===== config.mk =====
export PLATFORM = sky130hd
export DESIGN_NAME = txim_top
export DESIGN_NICKNAME = d
export VERILOG_FILES = /design/src/logic/txim_pkg.sv /design/src/logic/txim_mask_if.sv /design/src/logic/txim_mask_bank.sv /design/src/logic/txim_capture.sv /design/src/logic/txim_top.sv
export SDC_FILE = /design/constraint.sdc
export NUM_CORES = 1
export LEC_CHECK = 0
export BUFFER_PORTS_ARGS = -buffer_cell sky130_fd_sc_hd__buf_4
export CAP_MARGIN = 40
export CORE_AREA = 8 8 84 86
export DETAILED_ROUTE_END_ITERATION = 6
export DIE_AREA = 0 0 92 94
export HOLD_SLACK_MARGIN = 0.08
export PLACE_DENSITY = 0.78
export SYNTH_ARGS = -nofsm -noshare
export SYNTH_HDL_FRONTEND = slang
export SYNTH_HIERARCHICAL = 1
export SYNTH_SLANG_ARGS = --single-unit
export TNS_END_PERCENT = 20

===== constraint.sdc =====
create_clock -name clk -period 1.7 [get_ports clk]
set_input_delay 0.34 -clock clk [delete_from_list [all_inputs] [get_ports clk]]
set_output_delay 0.34 -clock clk [all_outputs]
set_load 0.005 [all_outputs]

===== src/logic/txim_pkg.sv =====
// Package: register map, field layout and reset values of the transmit interrupt mask block
//
// How it works
// - Each transmit channel 0 to 7 has a raw pending flag held in a register and readable before masking.
// - The masked status register shows in bit n each transmit channel's pending flag after its enable mask.
// - Writing a one to bit n of the enable set register enables the interrupt of transmit channel n.
// - Zero bits written to the enable set register leave the enable mask bits as they were.
// - Writing a one to bit n of the enable clear register disables the interrupt of transmit channel n.
// - Zero bits written to the enable clear register leave the enable mask bits as they were.
// - Bit 31 of the input vector shows the management unit user interrupt pending.
// - Bit 30 of the input vector shows the management unit link change interrupt pending.
// - Bit 17 of the input vector shows the host error interrupt pending.
// - Bit 16 of the input vector shows the statistics interrupt pending.
// - Bits 15 to 8 of the input vector carry the receive channel flags, bit 8 being receive channel 0.
// - Bits 7 to 0 of the input vector carry the transmit channel flags, bit 0 being transmit channel 0.
`default_nettype none
package txim_pkg;
    localparam int ADDR_W = 8;
    localparam int DATA_W = 32;
    localparam int CH_N = 8;
    localparam logic [ADDR_W-1:0] OFF_TX_RAW = 8'h00;
    localparam logic [ADDR_W-1:0] OFF_TX_MASKED = 8'h04;
    localparam logic [ADDR_W-1:0] OFF_TX_EN_SET = 8'h08;
    localparam logic [ADDR_W-1:0] OFF_TX_EN_CLR = 8'h0C;
    localparam logic [ADDR_W-1:0] OFF_IN_VECTOR = 8'h10;
    localparam logic [CH_N-1:0] MASK_RST = 8'h00;
    localparam logic [CH_N-1:0] PEND_RST = 8'h00;
    localparam logic [DATA_W-1:0] RDATA_RST = 32'h00000000;
    localparam int VEC_USER_BIT = 31;
    localparam int VEC_LINK_BIT = 30;
    localparam int VEC_RSV_HI = 29;
    localparam int VEC_RSV_LO = 18;
    localparam int VEC_HOST_BIT = 17;
    localparam int VEC_STAT_BIT = 16;
    localparam int VEC_RX_LSB = 8;
    localparam int VEC_TX_LSB = 0;
endpackage
`default_nettype wire


===== src/logic/txim_mask_if.sv =====
// Interface: enable mask set and clear requests and the resulting mask
`timescale 1ns/10ps
`default_nettype none
interface txim_mask_if #(
    parameter int CH = 8
);
    logic [CH-1:0] set_bits;
    logic [CH-1:0] clr_bits;
    logic [CH-1:0] mask;
    modport ctrl (
        output set_bits,
        output clr_bits,
        input mask
    );
    modport bank (
        input set_bits,
        input clr_bits,
        output mask
    );
endinterface
`default_nettype wire


===== src/logic/txim_mask_bank.sv =====
// Enable mask bank with write-one-to-set and write-one-to-clear
`timescale 1ns/10ps
`default_nettype none
module txim_mask_bank #(
    parameter int CH = 8
) (
    input wire logic clk,
    input wire logic reset,
    txim_mask_if.bank mif
);
    logic [CH-1:0] mask_reg;
    logic [CH-1:0] mask_next;

    // Ones set or clear, zeros keep; set wins if both arrive together
    assign mask_next = (mask_reg & ~mif.clr_bits) | mif.set_bits;
    assign mif.mask = mask_reg;

    always_ff @(posedge clk or posedge reset) begin
        if (reset) begin
            mask_reg <= txim_pkg::MASK_RST;
        end else begin
            mask_reg <= mask_next;
        end
    end
endmodule
`default_nettype wire


===== src/logic/txim_capture.sv =====
// Pending flag capture and input vector packing
`timescale 1ns/10ps
`default_nettype none
module txim_capture #(
    parameter int CH = 8
) (
    input wire logic clk,
    input wire logic reset,
    input wire logic [CH-1:0] tx_channel_pending,
    input wire logic [CH-1:0] rx_channels_pending,
    input wire logic host_error_pending,
    input wire logic statistics_irq_pending,
    input wire logic mgmt_user_irq_pending,
    input wire logic mgmt_link_change_pending,
    output logic [CH-1:0] tx_pend,
    output logic [txim_pkg::DATA_W-1:0] vector
);
    logic [CH-1:0] tx_pend_reg;
    logic [CH-1:0] rx_pend_reg;
    logic [3:0] misc_reg;

    always_ff @(posedge clk or posedge reset) begin
        if (reset) begin
            tx_pend_reg <= txim_pkg::PEND_RST;
            rx_pend_reg <= txim_pkg::PEND_RST;
            misc_reg <= 4'h0;
        end else begin
            tx_pend_reg <= tx_channel_pending;
            rx_pend_reg <= rx_channels_pending;
            misc_reg <= {mgmt_user_irq_pending, mgmt_link_change_pending,
                         host_error_pending, statistics_irq_pending};
        end
    end

    assign tx_pend = tx_pend_reg;
    assign vector[txim_pkg::VEC_USER_BIT] = misc_reg[3];
    assign vector[txim_pkg::VEC_LINK_BIT] = misc_reg[2];
    assign vector[txim_pkg::VEC_RSV_HI:txim_pkg::VEC_RSV_LO] = '0;
    assign vector[txim_pkg::VEC_HOST_BIT] = misc_reg[1];
    assign vector[txim_pkg::VEC_STAT_BIT] = misc_reg[0];
    assign vector[txim_pkg::VEC_RX_LSB +: CH] = rx_pend_reg;
    assign vector[txim_pkg::VEC_TX_LSB +: CH] = tx_pend_reg;
endmodule
`default_nettype wire


===== src/logic/txim_top.sv =====
// Top: register port, transmit interrupt masking and input vector readback
//
// Local design decisions: the register addresses and the strobed register port.
`timescale 1ns/10ps
`default_nettype none
module txim_top #(
    parameter int CH = 8
) (
    input wire logic clk,
    input wire logic reset,
    input wire logic [txim_pkg::ADDR_W-1:0] reg_addr,
    input wire logic [txim_pkg::DATA_W-1:0] reg_wdata,
    input wire logic reg_wr,
    input wire logic reg_rd,
    output logic [txim_pkg::DATA_W-1:0] reg_rdata,
    input wire logic [CH-1:0] tx_channel_pending,
    input wire logic [CH-1:0] rx_channels_pending,
    input wire logic host_error_pending,
    input wire logic statistics_irq_pending,
    input wire logic mgmt_user_irq_pending,
    input wire logic mgmt_link_change_pending,
    output logic [CH-1:0] tx_masked_irq_status
);
    localparam int DATA_W = txim_pkg::DATA_W;

    logic [txim_pkg::DATA_W-1:0] rdata_reg;
    logic [txim_pkg::DATA_W-1:0] rdata_next;
    logic [CH-1:0] masked_reg;
    logic [CH-1:0] masked_w;
    logic [CH-1:0] tx_pend_w;
    logic [txim_pkg::DATA_W-1:0] vector_w;
    logic sel_raw;
    logic sel_masked;
    logic sel_set;
    logic sel_clr;
    logic sel_vec;
    logic [txim_pkg::DATA_W-1:0] raw_word;
    logic [txim_pkg::DATA_W-1:0] masked_word;
    logic [txim_pkg::DATA_W-1:0] mask_word;

    txim_mask_if #(.CH(CH)) mif ();

    txim_mask_bank #(.CH(CH)) u_bank (
        .clk(clk),
        .reset(reset),
        .mif(mif.bank)
    );

    txim_capture #(.CH(CH)) u_cap (
        .clk(clk),
        .reset(reset),
        .tx_channel_pending(tx_channel_pending),
        .rx_channels_pending(rx_channels_pending),
        .host_error_pending(host_error_pending),
        .statistics_irq_pending(statistics_irq_pending),
        .mgmt_user_irq_pending(mgmt_user_irq_pending),
        .mgmt_link_change_pending(mgmt_link_change_pending),
        .tx_pend(tx_pend_w),
        .vector(vector_w)
    );

    // Address decode
    assign sel_raw = (reg_addr == txim_pkg::OFF_TX_RAW);
    assign sel_masked = (reg_addr == txim_pkg::OFF_TX_MASKED);
    assign sel_set = (reg_addr == txim_pkg::OFF_TX_EN_SET);
    assign sel_clr = (reg_addr == txim_pkg::OFF_TX_EN_CLR);
    assign sel_vec = (reg_addr == txim_pkg::OFF_IN_VECTOR);

    // Only the low channel bits reach the mask; upper bits are dropped
    assign mif.set_bits = (reg_wr && sel_set) ? reg_wdata[CH-1:0] : '0;
    assign mif.clr_bits = (reg_wr && sel_clr) ? reg_wdata[CH-1:0] : '0;

    // Masking
    assign masked_w = tx_pend_w & mif.mask;

    // Readback words, reserved bits zero
    assign raw_word = DATA_W'(tx_pend_w);
    assign masked_word = DATA_W'(masked_w);
    assign mask_word = DATA_W'(mif.mask);

    // Read mux; unmapped or write-only-free addresses read zero
    assign rdata_next = !reg_rd ? txim_pkg::RDATA_RST :
                        sel_raw ? raw_word :
                        sel_masked ? masked_word :
                        (sel_set || sel_clr) ? mask_word :
                        sel_vec ? vector_w :
                        txim_pkg::RDATA_RST;

    always_ff @(posedge clk or posedge reset) begin
        if (reset) begin
            rdata_reg <= txim_pkg::RDATA_RST;
            masked_reg <= txim_pkg::MASK_RST;
        end else begin
            rdata_reg <= rdata_next;
            masked_reg <= masked_w;
        end
    end

    assign reg_rdata = rdata_reg;
    assign tx_masked_irq_status = masked_reg;
endmodule
`default_nettype wire


==> key figures <==
STA
  • TNS Setup: -0.0408 ns
  • Worst Max-Slew Pin Slew: 0.653 ns
  • Final hold vios: 0
  • Period utilization: 101%
  • Pins Over Slew Limit: 0
  • Relative slew margins: 56.4%
  • RSZ-0062 raised after global routing: true
  • Post-layout min period: 1.72 ns
  • Skew final: 0.0102 ns
  • Min Hold Slack: 0.109 ns
  • Final worst slack: -0.0168 ns
  • Achievable frequency: 582 MHz
  • Setup violators final: 4

Yosys
  • Synth top area cells: dfrtp_1 63%, and2_1 11%, buf_4 5.6%
  • Largest family of logic cells by synthesized area: simple AND/OR/NAND/NOR gates
  • Yosys warnings: 6
  • Ys async rst share: 100%
  • Synth top area share: 63.3%
  • Compound-Gate Fraction of Synth Area: 11.9%
  • Post-Synth XOR/XNOR Area: 0%
  • Post-synthesis mux area share: 0%
  • Top_reg_cell synth: dfrtp_1
  • Register area share after synthesis: 63.3%
  • Synth Area in Simple Gates: 15.4%
  • Post-synth EDFFs: 0
  • Commonest cells post-synth: 68 x dfrtp_1, 48 x and2_1, 20 x buf_4, 11 x inv_1, 8 x a21o_1
  • Synth cell types: 28
  • Seq cells post-synth: 68
  • Synth Instances: 208
  • Adder-cell share of the synthesized area: 0%
  • Syn_area_per_cell: 12.9 um^2
  • Most numerous cell in the Yosys netlist: dfrtp_1
  • Most area-hungry cell type in the Yosys netlist: dfrtp_1
  • Mapped Area: 0.00269 mm^2

Final layout
  • Fill count: 479
  • Max reg flops: 32
  • Layout area overhead: 31.3%
  • Layout cells sized above 1: 43.9%
  • Multi-input logic area: 795 um^2
  • Ant. Diodes: 0
  • Final instance area: 0.00353 mm^2
  • Fin cells: 376
  • Final Util: 61.5%
  • Nets: 360
  • Register Area: 0.00170 mm^2

Power
  • Clk pwr share: 38.0%
  • Net switching power figure: 0.000685 W
  • Sequential Power Share: 55.7%
  • Maximum vdd drop: 0.566 mV
  • Leak Pwr: 1.86 nW
  • Internal cell power: 0.00233 W
  • Comb power frac: 6.4%
  • Power per Cell Area: 852 mW/mm^2
  • Switch share: 22.7%

Detailed routing
  • Total wire length: 5520 um
  • Vias: 1696
  • ANT nets after route: 0
  • DR DRC count: 0
  • Initial DRT Pass Iterations: 4
  • Wire per inst: 14.7 um
  • Vias per cell: 4.51
  • Initial DRC count: 68

Die
  • Die Span X: 92 um
  • Die height: 94 um
  • Core ar.: 0.00575 mm^2
  • Initial Util: 46.8%
  • Die area: 0.00865 mm^2
  • IO Pins: 104
  • Site Rows: 28

Job
  • Total of max-cap violations: 0

Run status
  • Violated checks: negative setup slack
  • Outcome: complete, but fails checks

CTS
  • Root Buffer: clkbuf_8
  • Worst-skew pair later-pin latency: 0.33 ns
  • TritonCTS clock tree: yes
  • Htree depth: 3
  • CTS Buffer Depth: 2
  • Clock sink count: 68
  • Clock-pin transition on the worst setup and hold timing paths: 0.07 ns
  • Num CTS Buffers: 9

Global routing
  • First-pass GRT wire length: 9020 um
  • Vias in the first global route: 1802
  • Initial antenna violation count: 0
  • Largest net degree at the start of global routing: 41
  • Grt total ovfl: 0
  • Gr usage total: 13.5%

Placed design
  • GPL Wtd Cong: 0.786
  • Port-buffer cells: 79
  • DP HPWL: 4090 um
  • Area after DPL: 0.00333 mm^2
  • Placed Cells: 358

Setup path
  • Worst Path Arrival: 1.94 ns
  • Reg2reg setup slack: 0.46 ns
  • Critical path startpoint category: input port
  • Critical Path End Type: register
  • Crit Path Max Fanout: 8
  • Worst path required time: 1.92 ns
  • Crit path kind: input port to register

Worst hold path
  • Hold Crit Class: input port to register
-- cell families (layout without fill, tap and decap cells) --
logic type	after synthesis	in the layout
simple gates	60	60
flops	68	68
buf+inv	40	122
other cells	1	12
compound gates	39	39
-- cell usage in the layout (no fill, tap or decap), types with 2 or more instances in the layout --
master      count
clkbuf_8       10
dfrtp_1        68
conb_1         12
clkinvlp_4      2
clkbuf_1        2
a32o_1          5
buf_4          92
o31a_2          7
and2_1         43
and2_4          5
a21oi_1         7
inv_2           4
a21o_1          8
a32o_2          2
clkinv_2        2
o2bb2ai_1       7
nor2b_1         2
inv_1           6
-- power groups by stage --
stage                     Combinational, W  Sequential, W  Clock [W]
after floorplan                   0.000111        0.00170          0
after detailed placement          0.000192        0.00171          0
after global routing              0.000214        0.00168    0.00127
after CTS                         0.000195        0.00168    0.00118
after global placement            0.000186        0.00170          0
final                             0.000191        0.00168    0.00114
-- final cells by class --
type,instances,share of cell area [%]
tap,75,2.66
clock inverter,4,0.708
timing repair buffer,95,20.7
inverter,11,1.17
sequential,68,48.2
multi-input combinational,111,22.5
clock buffer,12,4.11
-- path summary, 6_finish.rpt --
path,cells after the start,to,startpoint
setup / recovery,7,u_bank/mif.mask[7],reg_addr[6]
hold reg to reg,1,reg_rdata[12],u_cap/rx_pend_reg[4]
hold / removal,1,u_cap/tx_pend[6],tx_channel_pending[6]
setup reg to reg,3,reg_rdata[5],u_bank/mif.mask[5]
min in group asynchronous,3,u_bank/mif.mask[1],reset
max in group asynchronous,4,reg_rdata[27],reset
-- stage by stage --
| step | worst slack, ns | total power (W) |
|---|---|---|
| after floorplan | -0.433 | 0.00181 |
| after global placement | -0.350 | 0.00189 |
| after detailed placement | -0.409 | 0.00190 |
| after CTS | 0.0106 | 0.00305 |
| after global routing | -0.0294 | 0.00316 |
| final | -0.0168 | 0.00301 |
-- layer usage --
metal | GRT usage [%] | wire length, um
met5 | 0 | 0
met4 | 6.04 | 40
met3 | 4.80 | 318
met2 | 22.6 | 2920
met1 | 15.1 | 2240
-- worst max-delay path, cell delays in order --
cell and delay, ns:
buf_6 0.09, or4_4 0.55, nor4b_4 0.33, and3_4 0.30
and2_1 0.13, inv_1 0.03, a21o_1 0.16
-- timing repair --
| action | CTS | global route |
|---|---|---|
| pin swaps | 11 | 9 |
| endpoints found under the hold margin | 28 | 0 |
| buffers inserted | 1 | 0 |
| gates resized for setup | 4 | 8 |
| hold buffers | 1 | 0 |
| endpoints found under the setup margin | 8 | 12 |
Note: power is estimated with default switching activity, not from simulation.
